<file path="src/verilog/tpc_pkg.sv">
// Package of constants and carriers for the timer and prescaler control block.
`default_nettype none
package tpc_pkg;
  // ----------------------------------------
  // Register addresses
  // ----------------------------------------
  localparam logic [7:0] ADDR_TIMER_HIGH = 8'h19;
  localparam logic [7:0] ADDR_TIMER3_HIGH = 8'h1C;
  localparam logic [7:0] ADDR_SECOND_INT = 8'h1F;
  localparam logic [7:0] ADDR_TIMER1_COUNT = 8'h00;
  // ----------------------------------------
  // Reset values
  // ----------------------------------------
  localparam logic [7:0] RST_TIMER0_MODE = 8'h3F;
  localparam logic [7:0] RST_SECOND_INT = 8'h00;
  localparam logic [7:0] RST_PRESCALE = 8'hFF;
  localparam logic [7:0] RST_HIGH_BITS = 8'h00;
  // ----------------------------------------
  // Field positions
  // ----------------------------------------
  localparam int MODE_OWNER_BIT = 3;
  localparam int MODE_EDGE_BIT = 4;
  localparam int MODE_SOURCE_BIT = 5;
  localparam int MODE_SLOW_BIT = 7;
  localparam int T3_ENABLE_BIT = 0;
  localparam int T3_FLAG_BIT = 4;
  localparam int PWM_LO_LSB = 0;
  localparam int PWM_HI_LSB = 2;
  localparam int TA_LSB = 4;
  localparam int TB_LSB = 6;
  localparam logic [2:0] RATE_MAX = 3'h7;
  localparam logic [9:0] COUNT_ALL_ONES = 10'h3FF;
  // Register file read and write strobe carrier.
  typedef struct packed {
    logic wr;
    logic rd;
    logic [7:0] addr;
    logic [7:0] data;
  } tpc_access_s;
  // Timer0 mode register layout.
  typedef struct packed {
    logic slow_osc_source_select;
    logic spare_mode_bit;
    logic tick_source_select;
    logic tick_edge_select;
    logic prescale_owner_select;
    logic [2:0] prescale_rate_select;
  } tpc_mode_s;
endpackage
`default_nettype wire

</file>
<file path="src/verilog/tpc_timer_prescaler_control.sv">
// Timer0 clock selection, shared prescaler and timer high-byte registers.
`default_nettype none
// Summary of operation
// - Timer0 owner divides by two to the power rate plus one, 1:2 to 1:256.
// - Watchdog reset mode divides one step lower, 1:1 to 1:128.
// - Watchdog interrupt mode uses the Timer0 rates, 1:2 to 1:256.
// - Mode bit 3 set routes the prescaler to watchdog, clear to Timer0.
// - Mode bit 4 set counts falling edges of the count pin, else rising.
// - The same edge choice applies to the slow oscillator source.
// - Bit 5 clear picks instruction clock; set picks pin or slow oscillator by bit 7.
// - Mode register has no address; two dedicated instructions access it.
// - High-byte bits 5:4 write Timer1 load bits 9:8, read live count bits.
// - High-byte bits 7:6 write Timer2 load bits 9:8, read live count bits.
// - Timer3 high-byte bits 5:4 write load bits 9:8, read live count bits.
// - Shared high byte holds PWM1 upper duty in 1:0, PWM2 in 3:2.
// - Timer3 high byte holds PWM3 upper duty in 1:0, PWM4 in 3:2.
// - Timer3 underflow interrupt is allowed only while enable bit 0 is one.
// - Timer3 underflow sets flag bit 4; firmware clears it by writing zero.
// - A Timer1 count write loads the full 10-bit value from load bits.
// - Timer0 counts only while its run bit is one.
// - Overflow sets the Timer0 flag; firmware clears; disabled flag reads zero.
module tpc_timer_prescaler_control
  import tpc_pkg::*;
(
  input wire logic mclk, // Instruction clock.
  input wire logic rst, // Synchronous reset, active high.
  input wire logic sfr_wr, // Register write strobe.
  input wire logic sfr_rd, // Register read strobe.
  input wire logic [7:0] sfr_addr, // Register address.
  input wire logic [7:0] sfr_wdata, // Register write data.
  output logic [7:0] sfr_rdata, // Registered read data.
  input wire logic mode_write_instr, // Dedicated mode write instruction.
  input wire logic mode_readback_instr, // Dedicated mode read instruction.
  output logic [7:0] mode_rdata, // Registered mode read data.
  input wire logic ext_count_pin, // External count pin, asynchronous.
  input wire logic slow_osc_clk, // Slow oscillator output, asynchronous.
  input wire logic timer0_run, // Timer0 run bit.
  input wire logic timer0_int_enable, // Timer0 overflow enable bit.
  input wire logic timer0_flag_clear, // Firmware clears the overflow flag.
  input wire logic wdt_int_mode, // Watchdog uses interrupt mechanism.
  input wire logic wdt_tick, // Watchdog base tick pulse.
  output logic wdt_timeout, // Watchdog timeout pulse.
  input wire logic [9:0] timer1_live, // Timer1 live count.
  input wire logic [9:0] timer2_live, // Timer2 live count.
  input wire logic [9:0] timer3_live, // Timer3 live count.
  input wire logic timer3_underflow, // Timer3 underflow pulse.
  output logic [1:0] timer1_upper_bits, // Timer1 load bits 9:8.
  output logic [1:0] timer2_upper_bits, // Timer2 load bits 9:8.
  output logic [1:0] timer3_upper_bits, // Timer3 load bits 9:8.
  output logic timer1_count_load, // Pulse: load full Timer1 count.
  output logic [1:0] pwm1_duty_upper, // PWM1 duty bits 9:8.
  output logic [1:0] pwm2_duty_upper, // PWM2 duty bits 9:8.
  output logic [1:0] pwm3_duty_upper, // PWM3 duty bits 9:8.
  output logic [1:0] pwm4_duty_upper, // PWM4 duty bits 9:8.
  output logic [7:0] timer0_count, // Timer0 count.
  output logic [7:0] prescale_count, // Prescaler counter value.
  output logic timer0_overflow_flag, // Timer0 flag as read.
  output logic timer3_underflow_flag, // Timer3 flag as read.
  output logic timer3_irq // Timer3 interrupt request.
);
  tpc_mode_s mode;
  tpc_access_s acc;
  logic t3_enable;
  logic t3_flag;
  logic t0_flag;
  logic pin_s1, pin_s2, pin_s3;
  logic osc_s1, osc_s2, osc_s3;
  logic src_now, src_last, ext_edge, tick;
  logic [7:0] next_prescale;
  logic div_done;
  logic t0_step;
  logic wr_t3flag_zero;

  assign acc = '{wr: sfr_wr, rd: sfr_rd, addr: sfr_addr, data: sfr_wdata};

  // Division mask: ones over the low bits, whose terminal count is all zeros.
  function automatic logic [7:0] rate_mask(input logic [2:0] rate, input logic lower);
    logic [8:0] m;
    m = 9'h000;
    m = (9'h002 << rate) - 9'h001;
    if (lower) begin
      m = m >> 1;
    end
    return m[7:0];
  endfunction

  // ----------------------------------------
  // Mode register
  // ----------------------------------------
  // Reachable only by the dedicated instructions, never by address.
  always_ff @(posedge mclk) begin
    if (rst) begin
      mode <= RST_TIMER0_MODE;
    end else if (mode_write_instr) begin
      mode <= sfr_wdata;
    end
  end

  always_ff @(posedge mclk) begin
    if (rst) begin
      mode_rdata <= 8'h00;
    end else if (mode_readback_instr) begin
      mode_rdata <= mode;
    end
  end

  // ----------------------------------------
  // Clock source selection
  // ----------------------------------------
  // Both asynchronous sources pass three flops before any edge logic sees them.
  always_ff @(posedge mclk) begin
    if (rst) begin
      pin_s1 <= 1'b0;
      pin_s2 <= 1'b0;
      pin_s3 <= 1'b0;
      osc_s1 <= 1'b0;
      osc_s2 <= 1'b0;
      osc_s3 <= 1'b0;
      src_last <= 1'b0;
    end else begin
      pin_s1 <= ext_count_pin;
      pin_s2 <= pin_s1;
      pin_s3 <= pin_s2;
      osc_s1 <= slow_osc_clk;
      osc_s2 <= osc_s1;
      osc_s3 <= osc_s2;
      src_last <= src_now;
    end
  end

  // Slow oscillator replaces the pin when bit 7 is set; edge choice is shared.
  assign src_now = mode.slow_osc_source_select ? osc_s3 : pin_s3;
  assign ext_edge = mode.tick_edge_select ? (src_last & ~src_now) : (~src_last & src_now);
  // Instruction clock gives one tick per cycle.
  assign tick = mode.tick_source_select ? ext_edge : 1'b1;

  // ----------------------------------------
  // Shared prescaler
  // ----------------------------------------
  // The rate table depends on owner and watchdog mechanism together.
  logic owner_wdt;
  logic [7:0] mask;
  logic pre_adv;
  assign owner_wdt = mode.prescale_owner_select;
  assign mask = rate_mask(mode.prescale_rate_select, owner_wdt & ~wdt_int_mode);
  assign pre_adv = owner_wdt ? wdt_tick : (tick & timer0_run);
  // A division completes on the tick that finds the masked low bits at zero.
  assign div_done = pre_adv & ((prescale_count & mask) == 8'h00);
  assign next_prescale = div_done ? RST_PRESCALE : (prescale_count - 8'h01);

  // Counter runs down from all ones so the 1:1 rate completes every tick.
  always_ff @(posedge mclk) begin
    if (rst) begin
      prescale_count <= RST_PRESCALE;
    end else if (pre_adv) begin
      prescale_count <= next_prescale;
    end
  end

  // ----------------------------------------
  // Timer0 and watchdog steps
  // ----------------------------------------
  logic last_div;
  assign last_div = div_done;
  assign t0_step = last_div & ~owner_wdt & timer0_run;

  always_ff @(posedge mclk) begin
    if (rst) begin
      timer0_count <= 8'h00;
    end else if (t0_step) begin
      timer0_count <= timer0_count + 8'h01;
    end
  end

  always_ff @(posedge mclk) begin
    if (rst) begin
      wdt_timeout <= 1'b0;
    end else begin
      wdt_timeout <= last_div & owner_wdt;
    end
  end

  // Overflow wins over a clear arriving in the same cycle.
  always_ff @(posedge mclk) begin
    if (rst) begin
      t0_flag <= 1'b0;
    end else if (t0_step && timer0_count == 8'hFF) begin
      t0_flag <= 1'b1;
    end else if (timer0_flag_clear) begin
      t0_flag <= 1'b0;
    end
  end

  always_ff @(posedge mclk) begin
    if (rst) begin
      timer0_overflow_flag <= 1'b0;
    end else begin
      timer0_overflow_flag <= (t0_flag | (t0_step && timer0_count == 8'hFF)) & timer0_int_enable;
    end
  end

  // ----------------------------------------
  // High-byte registers
  // ----------------------------------------
  always_ff @(posedge mclk) begin
    if (rst) begin
      timer1_upper_bits <= RST_HIGH_BITS[1:0];
      timer2_upper_bits <= RST_HIGH_BITS[1:0];
      pwm1_duty_upper <= RST_HIGH_BITS[1:0];
      pwm2_duty_upper <= RST_HIGH_BITS[1:0];
    end else if (acc.wr && acc.addr == ADDR_TIMER_HIGH) begin
      pwm1_duty_upper <= acc.data[PWM_LO_LSB +: 2];
      pwm2_duty_upper <= acc.data[PWM_HI_LSB +: 2];
      timer1_upper_bits <= acc.data[TA_LSB +: 2];
      timer2_upper_bits <= acc.data[TB_LSB +: 2];
    end
  end

  always_ff @(posedge mclk) begin
    if (rst) begin
      timer3_upper_bits <= RST_HIGH_BITS[1:0];
      pwm3_duty_upper <= RST_HIGH_BITS[1:0];
      pwm4_duty_upper <= RST_HIGH_BITS[1:0];
    end else if (acc.wr && acc.addr == ADDR_TIMER3_HIGH) begin
      pwm3_duty_upper <= acc.data[PWM_LO_LSB +: 2];
      pwm4_duty_upper <= acc.data[PWM_HI_LSB +: 2];
      timer3_upper_bits <= acc.data[TA_LSB +: 2];
    end
  end

  // The timer core loads upper bits plus its reload byte on this pulse.
  always_ff @(posedge mclk) begin
    if (rst) begin
      timer1_count_load <= 1'b0;
    end else begin
      timer1_count_load <= acc.wr && acc.addr == ADDR_TIMER1_COUNT;
    end
  end

  // ----------------------------------------
  // Second interrupt register
  // ----------------------------------------
  assign wr_t3flag_zero = acc.wr && acc.addr == ADDR_SECOND_INT && !acc.data[T3_FLAG_BIT];

  always_ff @(posedge mclk) begin
    if (rst) begin
      t3_enable <= RST_SECOND_INT[T3_ENABLE_BIT];
    end else if (acc.wr && acc.addr == ADDR_SECOND_INT) begin
      t3_enable <= acc.data[T3_ENABLE_BIT];
    end
  end

  // Underflow wins over a clearing write in the same cycle; writing one is ignored.
  always_ff @(posedge mclk) begin
    if (rst) begin
      t3_flag <= RST_SECOND_INT[T3_FLAG_BIT];
    end else if (timer3_underflow) begin
      t3_flag <= 1'b1;
    end else if (wr_t3flag_zero) begin
      t3_flag <= 1'b0;
    end
  end

  always_ff @(posedge mclk) begin
    if (rst) begin
      timer3_underflow_flag <= 1'b0;
      timer3_irq <= 1'b0;
    end else begin
      timer3_underflow_flag <= (t3_flag | timer3_underflow) & t3_enable;
      timer3_irq <= (t3_flag | timer3_underflow) & t3_enable;
    end
  end

  // ----------------------------------------
  // Read data
  // ----------------------------------------
  // Timer bits return the live counts, not the written load values.
  always_ff @(posedge mclk) begin
    if (rst) begin
      sfr_rdata <= 8'h00;
    end else if (acc.rd) begin
      unique case (acc.addr)
        ADDR_TIMER_HIGH: sfr_rdata <= {timer2_live[9:8], timer1_live[9:8],
                                       pwm2_duty_upper, pwm1_duty_upper};
        ADDR_TIMER3_HIGH: sfr_rdata <= {2'b00, timer3_live[9:8], pwm4_duty_upper, pwm3_duty_upper};
        ADDR_SECOND_INT: sfr_rdata <= {3'b000, t3_flag & t3_enable, 3'b000, t3_enable};
        default: sfr_rdata <= 8'h00;
      endcase
    end
  end
endmodule
`default_nettype wire

</file>
<file path="config.mk">
export PLATFORM = sky130hd
export DESIGN_NAME = tpc_timer_prescaler_control
export DESIGN_NICKNAME = d
export VERILOG_FILES = /design/src/verilog/tpc_pkg.sv /design/src/verilog/tpc_timer_prescaler_control.sv
export SDC_FILE = /design/constraint.sdc
export NUM_CORES = 1
export LEC_CHECK = 0
export BUFFER_PORTS_ARGS = -buffer_cell sky130_fd_sc_hd__buf_4
export CORE_ASPECT_RATIO = 0.9
export CORE_MARGIN = 1
export CORE_UTILIZATION = 47
export DETAILED_ROUTE_END_ITERATION = 12
export PLACE_DENSITY = 0.74
export SLEW_MARGIN = 20
export SYNTH_ARGS = -nofsm -noshare
export SYNTH_HDL_FRONTEND = slang
export SYNTH_SLANG_ARGS = --single-unit
export TNS_END_PERCENT = 10
</file>
<file path="constraint.sdc">
create_clock -name mclk -period 7.17 [get_ports mclk]
set_clock_uncertainty 0.1 [all_clocks]
set_input_delay 1.434 -clock mclk [delete_from_list [all_inputs] [get_ports mclk]]
set_output_delay 1.434 -clock mclk [all_outputs]
set_load 0.05 [all_outputs]
</file>
==> load_flow_metrics.sql, run 1 <==
INSERT INTO impl_metrics (metric_group, metric, value, unit) VALUES
('floorplanning', 'floorplan.initialDensity', '49.72', '%'),
('run_status', 'outcome', 'complete, no violations', ''),
('setup_path', 'timing.reg2reg.worst_path_depth', '8', ''),
('clocking', 'cts_tree', 'done', ''),
('setup_path', 'crit_path_end_kind', 'flop', ''),
('global_routing', 'via_count_of_the_first_global_routing_pass', '2671', ''),
('synthesis', 'multiplexer_fraction_of_the_synthesized_cell_area', '8.290', '%'),
('clocking', 'path_clk_slew', '0.08', 'ns'),
('sta', 'post-route-min-period', '3.387', 'ns'),
('global_routing', 'groute.usage.overall', '23.12', '%'),
('synthesis', 'ys_ff_latch', '68', ''),
('sta', 'slew_headroom', '52.65', '%'),
('synthesis', 'ys.warnings.count', '0', ''),
('global_routing', 'global_route.overflow_total', '0', ''),
('synthesis', 'syn_area', '3124', 'um2'),
('synthesis', 'synthTopCellsByArea', 'dfxtp_1, mux2i_1, nand2_1, nor2_1, a21oi_1', ''),
('setup_path', 'crit_arrival', '3.49', 'ns'),
('place', 'dp.final_hpwl', '5464', 'um'),
('global_routing', 'grt_pass1_wl', '12460', 'um'),
('floorplanning', 'fp.dieW', '87.94', 'um'),
('setup_path', 'worstSetupStartpointType', 'flop', ''),
('sta', 'final_count_of_pins_violating_max_slew', '0', ''),
('place', 'placement.setup.worst_slack', '3.556', 'ns'),
('synthesis', 'synth_adder_area_share', '1.201', '%'),
('sta', 'totalNegativeSetupSlack', '0', 'ns'),
('synthesis', 'synth_compound_gate_area_share', '13.06', '%'),
('routing', 'dr.pass1.iters', '4', ''),
('hold_path', 'min-delay-start', 'pin_s2', ''),
('cells_and_area', 'antenna-diode-count', '0', ''),
('routing', 'post_drt_via_cell_ratio', '5.430', ''),
('clocking', 'insertion_delay', '0.34', 'ns'),
('clocking', 'post_cts_buffers', '0', ''),
('synthesis', 'synthArstFlopShare', '0', '%'),
('floorplanning', 'fp.dieArea', '6978', 'um2'),
('setup_path', 'ff2ff_setup_slack', '3.78', 'ns'),
('synthesis', 'synth_flop_cell', 'dfxtp_1', ''),
('cells_and_area', 'layout-area-overhead-vs-synth', '27.71', '%'),
('sta', 'post-route-period-util', '47.24', '%'),
('pwr', 'power.density_cell_area', '206.1', 'nW/um2'),
('routing', 'drc_errors', '0', ''),
('synthesis', 'post_synth_and_or_nand_nor_area_fraction', '27.23', '%'),
('setup_path', 'crit_path_capture', 'prescale_count[1]', ''),
('clocking', 'cts.sinks', '68', ''),
('floorplanning', 'floorplan.rows', '27', ''),
('setup_path', 'worstReg2RegStart', 'mode[2]', ''),
('synthesis', 'synthXorXnorAreaFrac', '1.682', '%'),
('setup_path', 'crit_fanout', '13', ''),
('place', 'gpl.final_weighted_congestion', '0.8958', ''),
('routing', 'drt_iter0_drc', '213', ''),
('clocking', 'cts_resized', '0', ''),
('synthesis', 'mappedNetlistNets', '420', ''),
('synthesis', 'synth_sequential_area_ratio', '43.57', '%'),
('setup_path', 'worst-endpoint-required', '7.28', 'ns'),
('hold_path', 'hold_path_class', 'flop to flop', ''),
('synthesis', 'ys_types', '52', ''),
('sta', 'hold_viol_final', '0', ''),
('run', 'max_cap_viols', '0', ''),
('pwr', 'vdd.ir_drop.worst', '0.1396', 'mV'),
('synthesis', 'synth_top_family_by_area', 'simple AND/OR/NAND/NOR gates', ''),
('clocking', 'root_buffer', 'clkbuf_8', ''),
('synthesis', 'synth_top_area_share', '43.57', '%'),
('synthesis', 'avgSynthCellArea', '8.751', 'um2'),
('routing', 'num_vias', '2851', ''),
('sta', 'grt_setup_unrepaired', 'false', ''),
('floorplanning', 'core-area', '6284', 'um2'),
('clocking', 'htree_levels', '3', ''),
('setup_path', 'critical_path_class', 'flop to flop', ''),
('synthesis', 'synth_enable_flop_cells', '0', ''),
('clocking', 'num_cts_buffers', '9', ''),
('global_routing', 'antenna_violations_before_repair', '0', ''),
('floorplanning', 'floorplan.die.height', '79.35', 'um');
## power by group
| part | leakage (nW) | switching (W) | internal, W |
|---|---|---|---|
| clock network | 0.101 | 0.000142 | 0.000187 |
| logic | 1.05 | 0.0000575 | 0.0000372 |
| registers | 0.554 | 0.0000109 | 0.000388 |
| total | 1.70 | 0.000210 | 0.000612 |
## Yosys cell counts, types with 4 or more instances
| library cell | count |
|---|---|
| a21oi_1 | 25 |
| a221oi_1 | 4 |
| and3_1 | 5 |
| clkbuf_1 | 12 |
| dfxtp_1 | 68 |
| inv_1 | 11 |
| mux2_1 | 5 |
| mux2i_1 | 18 |
| nand2_1 | 39 |
| nand2b_1 | 5 |
| nand3_1 | 24 |
| nand4_1 | 6 |
| nor2_1 | 34 |
| nor2b_1 | 16 |
| nor3_1 | 11 |
| nor4_2 | 5 |
| o2111ai_1 | 4 |
| o211ai_1 | 4 |
| o21ai_0 | 6 |
| or3_1 | 5 |
## area by class of cell
class                   instances  area, um2  share of cell area [%]
well taps                      87      108.9                   2.728
flip-flops and latches         68       1361                   34.12
repair buffers                 88      660.6                   16.56
inverters                      11      41.29                   1.035
multi-input cells             256       1608                   40.29
clock inverters                 3      45.04                   1.129
clock buffers                  12      165.2                   4.139
## cells in the final DEF (no fill, tap or decap), types with 6 or more instances in the layout
cell and count:
nor2_1 34, inv_1 11, dfxtp_1 68, clkbuf_8 12, nor2b_1 16, mux2i_1 18
nor3_1 11, nand4_1 6, a21oi_1 25, buf_4 88, nand2_1 39, o21ai_0 6
nand3_1 24
## sequential cells by signal, indices dropped and copies added (netlist names), 2 cells and up
signal,flops
mode,7
pwm2_duty_upper,2
prescale_count,8
pwm4_duty_upper,2
timer0_count,8
mode_rdata,8
timer3_upper_bits,2
timer1_upper_bits,2
sfr_rdata,8
pwm3_duty_upper,2
timer2_upper_bits,2
pwm1_duty_upper,2
## how the worst min path moves through the flow
stage | slack [ns] | endpoint | cells past startpoint
4_1_cts | 0.34 | pin_s3 | 1
6_report | 0.33 | pin_s3 | 1
5_1_grt | 0.36 | pin_s3 | 1
3_3_place_gp | 0.32 | pin_s3 | 1
2_1_floorplan | 0.31 | osc_s2 | 1
3_5_place_dp | 0.33 | pin_s3 | 1
## critical path, stage by stage (launching register included)
cell       delay [ns]
dfxtp_1          0.45
or3_1            0.44
ha_1             0.35
or4b_2           0.67
o21a_1           0.13
o22ai_1          0.29
a2111oi_2        0.16
a31oi_1          0.57
nand2b_1         0.10
## per-stage QoR
stage,power [W],hold WS (ns),cell area (um2),std cells,utilization (%)
2_1_floorplan,0.0004666,0.3138,3124,357,-
6_report,0.0008225,0.3333,3990,525,63.50
3_5_place_dp,0.0005017,0.3310,3780,510,60.16
5_1_grt,0.0008552,0.3597,3990,525,63.50
3_3_place_gp,0.0004992,0.3175,3780,510,60.16
4_1_cts,0.0008284,0.3446,3990,525,63.50
## metal layers
layer | vias to the layer above | global-route usage (%) | routed length, um
li1 | 1426 | - | -
met1 | 1324 | 31.06 | 3507
met2 | 95 | 35.66 | 3710
met3 | 6 | 6.341 | 438
met4 | 0 | 7.541 | 55
met5 | - | 0 | 0
## kinds of logic after synthesis
kind of cell | after synthesis
DFF | 68
adders and majority gates | 3
AOI/OAI and AO/OA | 60
and+or+nand+nor | 162
xor gates and xnor gates | 6
muxes | 25
buffers and inverters | 33
(Power assumes the default switching activity.)
==> run 2, diff against run 1 <==
==> constraint.sdc (replaced) <==
create_clock -name mclk -period 3.15 [get_ports mclk]
set_clock_uncertainty 0.1 [all_clocks]
set_input_delay 0.63 -clock mclk [delete_from_list [all_inputs] [get_ports mclk]]
set_output_delay 0.63 -clock mclk [all_outputs]
set_load 0.05 [all_outputs]
==> run 2 against run 1 <==
  * Core utilization increased by 1.4 points
  * Design area increased by 2.2%
  * Clock power increased by 150%
  * Final cell count increased by 1.9%
  * Setup slack got worse by 3.6 ns
  * Critical endpoint is now timer0_count[4]
  * Largest power group unchanged
==> load_flow_metrics.sql, run 2 (synthesis results as in run 1) <==
INSERT INTO impl_metrics (metric_group, metric, value, unit) VALUES
('pwr', 'power_report.internal_total', '0.001465', 'W'),
('place', 'gpl.final_weighted_congestion', '0.9174', ''),
('setup_path', 'worstSetupStartpointType', 'flop', ''),
('global_routing', 'global_route.overflow_total', '0', ''),
('floorplanning', 'floorplan.rows', '27', ''),
('place', 'placed_cells_incl_taps', '518', ''),
('setup_path', 'path_cells', 'or3_1, ha_1, or4b_2, o21a_1, o22ai_1, a2111o_2, nor4_2, mux2_1', ''),
('setup_path', 'worst-path-buf-inv', '0', ''),
('routing', 'post_drt_via_cell_ratio', '5.363', ''),
('sta', 'hold_viol_final', '0', ''),
('clocking', 'insertion_delay', '0.34', 'ns'),
('routing', 'routed_wire_length_per_instance', '14.16', 'um'),
('run', 'max_cap_viols', '0', ''),
('cells_and_area', 'layout_common_cells', 'buf_4, dfxtp_1, nand2_1, nor2_1, a21oi_1', ''),
('routing', 'dr.pass1.iters', '4', ''),
('sta', 'slew_headroom', '61.19', '%'),
('pwr', 'seq_power_share', '46.2', '%'),
('setup_path', 'worst-endpoint-required', '3.28', 'ns'),
('sta', 'grt_setup_unrepaired', 'false', ''),
('cells_and_area', 'layout-area-overhead-vs-synth', '30.52', '%'),
('hold_path', 'hold_path_class', 'flop to flop', ''),
('cells_and_area', 'finalNetCount', '506', ''),
('setup_path', 'cp_slowest_cell', 'or4b_2', ''),
('clocking', 'htree_levels', '3', ''),
('place', 'numPortBuffers', '86', ''),
('sta', 'setup_viol_count_final', '0', ''),
('clocking', 'cts.path.max_buffers', '2', ''),
('setup_path', 'crit_arrival', '3.12', 'ns'),
('pwr', 'total_switching_power', '0.0004782', 'W'),
('pwr', 'p_leak', '1.755', 'nW'),
('routing', 'postRouteAntennaNets', '0', ''),
('global_routing', 'via_count_of_the_first_global_routing_pass', '2609', ''),
('pwr', 'total_power', '0.001943', 'W'),
('routing', 'drc_errors', '0', ''),
('sta', 'post-route-min-period', '2.993', 'ns'),
('clocking', 'path_clk_slew', '0.07', 'ns'),
('pwr', 'vdd.ir_drop.worst', '0.3690', 'mV'),
('routing', 'routed_wirelength', '7578', 'um'),
('sta', 'totalNegativeSetupSlack', '0', 'ns'),
('routing', 'drt_iter0_drc', '258', ''),
('floorplanning', 'core-area', '6284', 'um2'),
('sta', 'timing.fmax', '334.1', 'MHz'),
('floorplanning', 'floorplan.die.height', '79.35', 'um'),
('floorplanning', 'top_level_ports', '111', ''),
('place', 'place_area', '3840', 'um2'),
('cells_and_area', 'post_route_cells_drive_above_1_share', '27.90', '%'),
('cells_and_area', 'final_cell_area', '4078', 'um2'),
('global_routing', 'groute.usage.overall', '23.33', '%'),
('global_routing', 'antenna_violations_before_repair', '0', ''),
('clocking', 'cts_tree', 'done', ''),
('global_routing', 'grt_pass1_wl', '12590', 'um'),
('run_status', 'outcome', 'complete, no violations', ''),
('sta', 'tightest_slew', '0.5800', 'ns'),
('setup_path', 'critical-path-top-delay-family', 'simple AND/OR/NAND/NOR gates', ''),
('floorplanning', 'fp.dieW', '87.94', 'um'),
('clocking', 'num_cts_buffers', '9', ''),
('pwr', 'power.share.combinational', '11.9', '%'),
('cells_and_area', 'number_of_non_filler_instances_in_the_completed_layout', '535', ''),
('pwr', 'clock_power_share', '41.9', '%'),
('setup_path', 'critical_path_class', 'flop to flop', ''),
('setup_path', 'crit_path_end_kind', 'flop', ''),
('floorplanning', 'fp.dieArea', '6978', 'um2'),
('cells_and_area', 'antenna-diode-count', '0', ''),
('clocking', 'post_cts_hold_buffer_count', '0', ''),
('routing', 'num_vias', '2869', ''),
('sta', 'post-route-period-util', '95.01', '%'),
('setup_path', 'critPathMaxStageDelay', '0.65', 'ns'),
('global_routing', 'grt_start_max_net_pins', '59', ''),
('clocking', 'cts.sinks', '68', ''),
('pwr', 'power.switching_fraction', '24.61', '%'),
('place', 'dp.final_hpwl', '5424', 'um'),
('pwr', 'power.density_cell_area', '476.5', 'nW/um2'),
('floorplanning', 'floorplan.initialDensity', '49.72', '%'),
('clocking', 'root_buffer', 'clkbuf_8', ''),
('sta', 'final_count_of_pins_violating_max_slew', '0', ''),
('setup_path', 'crit_fanout', '6', ''),
('cells_and_area', 'layout_commonest_cell', 'buf_4', '');
==> run 2: cell types whose count changed in the layout (fill, tap and decap cells not counted), sizes merged <==
cell,previous run,this run
buf,88,97
clkinvlp,2,0
bufinv,1,2
clkbuf,12,13
clkinv,0,1
==> run 2: through the flow <==
stage	utilization [%]	setup slack (ns)	hold slack (ns)
floorplan	-	0.07182	0.3138
global placement	61.11	0.1672	0.3171
detailed placement	61.11	0.1279	0.3264
CTS	64.74	0.1117	0.3413
global route	64.89	0.004176	0.3595
finish	64.89	0.1572	0.3354
==> run 2: repair_timing <==
action | CTS | global route
setup endpoints to repair | 0 | 4
buffers inserted | 0 | 1
endpoints found under the hold margin | 0 | 0
resized for setup | 0 | 1
==> run 2: final timing paths <==
path                 from               to  slack (ns)  cells past startpoint
setup / recovery  mode[2]  timer0_count[4]        0.16                      8
hold / removal     pin_s2           pin_s3        0.34                      1
setup reg to reg  mode[2]  timer0_count[4]        0.16                      8
hold reg to reg    pin_s2           pin_s3        0.34                      1
==> run 2: metal layers <==
metal	GRT usage, %	part of all wire (%)
met4	8.525	1.2
met3	4.886	4.6
met1	31.56	47
met5	0	0
met2	36.43	47
==> run 2: area by class of cell <==
class | instances | area [um2]
Clock buffer | 13 | 158.9
Inverter | 11 | 41.29
Sequential cell | 68 | 1361
Tap cell | 87 | 108.9
Clock inverter | 3 | 68.82
Timing Repair Buffer | 97 | 728.2
Multi-Input combinational cell | 256 | 1610
Fill cell | 574 | 2206
==> run 2: power groups by stage <==
stage / clock network (W) / logic, W / registers [W]
final: 0.000813 / 0.000232 / 0.000898
after global routing: 0.000869 / 0.000251 / 0.000901
after CTS: 0.000829 / 0.000231 / 0.000898
after detailed placement: 0 / 0.000230 / 0.000918
after global placement: 0 / 0.000226 / 0.000917
after floorplan: 0 / 0.000102 / 0.000960
==> run 3, diff against run 2 <==
--- a/config.mk
+++ b/config.mk
@@ -8,9 +8,9 @@
 export BUFFER_PORTS_ARGS = -buffer_cell sky130_fd_sc_hd__buf_4
 export CORE_ASPECT_RATIO = 0.9
 export CORE_MARGIN = 1
-export CORE_UTILIZATION = 47
+export CORE_UTILIZATION = 50
 export DETAILED_ROUTE_END_ITERATION = 12
-export PLACE_DENSITY = 0.74
+export PLACE_DENSITY = 0.78
 export SLEW_MARGIN = 20
 export SYNTH_ARGS = -nofsm -noshare
 export SYNTH_HDL_FRONTEND = slang
==> run 3 against run 2 <==
  * Count of clock-buffer cells in the layout unchanged
  * Power down 0.30%
  * Wire length up 4.1%
  * Critical path type unchanged
  * Largest cell class unchanged
  * Largest power group unchanged
==> load_flow_metrics.sql, run 3 (synthesis results as in run 1) <==
INSERT INTO impl_metrics (metric_group, metric, value, unit) VALUES
('run_status', 'outcome', 'complete, no violations', ''),
('routing', 'postRouteAntennaNets', '0', ''),
('pwr', 'total_power', '0.001937', 'W'),
('sta', 'tightest_slew', '0.5847', 'ns'),
('global_routing', 'groute.usage.overall', '24.98', '%'),
('setup_path', 'crit_arrival', '3.11', 'ns'),
('clocking', 'htree_levels', '3', ''),
('cells_and_area', 'post_route_cells_drive_above_1_share', '27.58', '%'),
('routing', 'post_drt_via_cell_ratio', '5.686', ''),
('global_routing', 'grt_pass1_wl', '13190', 'um'),
('pwr', 'total_switching_power', '0.0004729', 'W'),
('pwr', 'power.density_cell_area', '479.4', 'nW/um2'),
('cells_and_area', 'final_cell_area', '4041', 'um2'),
('setup_path', 'critical-path-top-delay-family', 'simple AND/OR/NAND/NOR gates', ''),
('sta', 'grt_setup_unrepaired', 'false', ''),
('clocking', 'root_buffer', 'clkbuf_8', ''),
('pwr', 'vdd.ir_drop.worst', '0.2943', 'mV'),
('sta', 'slew_headroom', '61.02', '%'),
('run', 'max_cap_viols', '0', ''),
('routing', 'num_vias', '2934', ''),
('clocking', 'cts_tree', 'done', ''),
('hold_path', 'hold_path_class', 'flop to flop', ''),
('pwr', 'p_leak', '1.747', 'nW'),
('pwr', 'power.share.combinational', '12.0', '%'),
('sta', 'hold_viol_final', '0', ''),
('setup_path', 'worst-endpoint-required', '3.26', 'ns'),
('clocking', 'cts.sinks', '68', ''),
('routing', 'drc_errors', '0', ''),
('setup_path', 'crit_path_end_kind', 'flop', ''),
('clocking', 'post_cts_buffers', '0', ''),
('cells_and_area', 'layout-area-overhead-vs-synth', '29.36', '%'),
('routing', 'drt_iter0_drc', '179', ''),
('clocking', 'insertion_delay', '0.33', 'ns'),
('setup_path', 'worstSetupStartpointType', 'flop', ''),
('floorplanning', 'fp.dieArea', '6569', 'um2'),
('sta', 'final_count_of_pins_violating_max_slew', '0', ''),
('place', 'gpl.final_weighted_congestion', '0.8881', ''),
('pwr', 'power.switching_fraction', '24.41', '%'),
('floorplanning', 'core-area', '5856', 'um2'),
('pwr', 'seq_power_share', '46.4', '%'),
('floorplanning', 'top_level_ports', '111', ''),
('place', 'placement.setup.worst_slack', '0.1149', 'ns'),
('setup_path', 'critical_path_class', 'flop to flop', ''),
('cells_and_area', 'antenna-diode-count', '0', ''),
('sta', 'totalNegativeSetupSlack', '0', 'ns'),
('floorplanning', 'floorplan.die.height', '76.99', 'um'),
('cells_and_area', 'finalNetCount', '504', ''),
('global_routing', 'antenna_violations_before_repair', '0', ''),
('pwr', 'power_report.internal_total', '0.001464', 'W'),
('global_routing', 'via_count_of_the_first_global_routing_pass', '2820', ''),
('routing', 'dr.pass1.iters', '4', ''),
('setup_path', 'cp_slowest_cell', 'or4b_2', ''),
('sta', 'post-route-period-util', '95.32', '%'),
('sta', 'setup_viol_count_final', '0', ''),
('setup_path', 'worst-path-buf-inv', '0', ''),
('sta', 'post-route-min-period', '3.002', 'ns'),
('setup_path', 'crit_fanout', '6', ''),
('routing', 'routed_wire_length_per_instance', '15.29', 'um'),
('sta', 'fin_ws', '0.1475', 'ns'),
('cells_and_area', 'layout_common_cells', 'buf_4, dfxtp_1, nand2_1, nor2_1, a21oi_1', ''),
('sta', 'timing.fmax', '333.1', 'MHz'),
('global_routing', 'grt_start_max_net_pins', '59', ''),
('setup_path', 'path_cells', 'or3_1, ha_1, or4b_2, o21a_1, o22ai_1, a2111o_2, nor4_2, mux2_1', ''),
('cells_and_area', 'layout_commonest_cell', 'buf_4', ''),
('global_routing', 'global_route.overflow_total', '0', ''),
('floorplanning', 'floorplan.rows', '26', ''),
('clocking', 'path_clk_slew', '0.07', 'ns'),
('clocking', 'num_cts_buffers', '9', ''),
('place', 'numPortBuffers', '86', ''),
('pwr', 'clock_power_share', '41.6', '%'),
('floorplanning', 'fp.dieW', '85.33', 'um'),
('floorplanning', 'floorplan.initialDensity', '53.35', '%'),
('routing', 'routed_wirelength', '7889', 'um'),
('setup_path', 'critPathMaxStageDelay', '0.64', 'ns'),
('place', 'place_area', '3811', 'um2'),
('place', 'dp.final_hpwl', '5795', 'um'),
('clocking', 'cts.path.max_buffers', '2', '');
-- run 3: path summary, 6_finish.rpt --
kind | start | to | slack [ns] | cells after the start
worst max register to register | mode[2] | timer0_count[6] | 0.15 | 8
worst min register to register | osc_s2 | osc_s3 | 0.35 | 1
worst min-delay path | osc_s2 | osc_s3 | 0.35 | 1
worst max-delay path | mode[2] | timer0_count[6] | 0.15 | 8
-- run 3: metrics by stage --
step | hold WS [ns] | std cells | util, %
2_1_floorplan | 0.3138 | 357 | -
3_3_place_gp | 0.3164 | 500 | 65.09
3_5_place_dp | 0.3342 | 500 | 65.09
4_1_cts | 0.3493 | 516 | 68.97
5_1_grt | 0.3668 | 516 | 69.02
6_report | 0.3498 | 516 | 69.02
-- run 3: timing repair --
action | in CTS | in global routing
hold endpoints to repair | 0 | 0
gates resized for setup | 0 | 1
hold buffers | 0 | 0
setup endpoints to repair | 0 | 2
-- run 3: final cells by class --
class / instances / area (um2)
fillers: 482 / 1814
multi-input cells: 256 / 1610
well taps: 70 / 87.58
inverters: 11 / 41.29
flip-flops and latches: 68 / 1361
clock buffers: 13 / 158.9
repair buffers: 95 / 713.2
clock inverters: 3 / 68.82
-- run 3: per-layer routing --
metal  vias to the layer above  GRT usage [%]  part of all wire, %  routed length, um
li1                       1435              -                    -                  -
met1                      1403          32.50                   45               3543
met2                        86          41.77                   50               3918
met3                        10          4.306                  4.2                333
met4                         0          8.667                  1.2                 94
met5                         -              0                    0                  0
-- run 3: power groups by stage --
stage / Sequential, W / Combinational (W) / Clock [W]
global route: 0.000901 / 0.000250 / 0.000864
CTS: 0.000898 / 0.000232 / 0.000822
floorplan: 0.000960 / 0.000102 / 0
finish: 0.000898 / 0.000232 / 0.000806
detailed placement: 0.000918 / 0.000231 / 0
global placement: 0.000917 / 0.000227 / 0
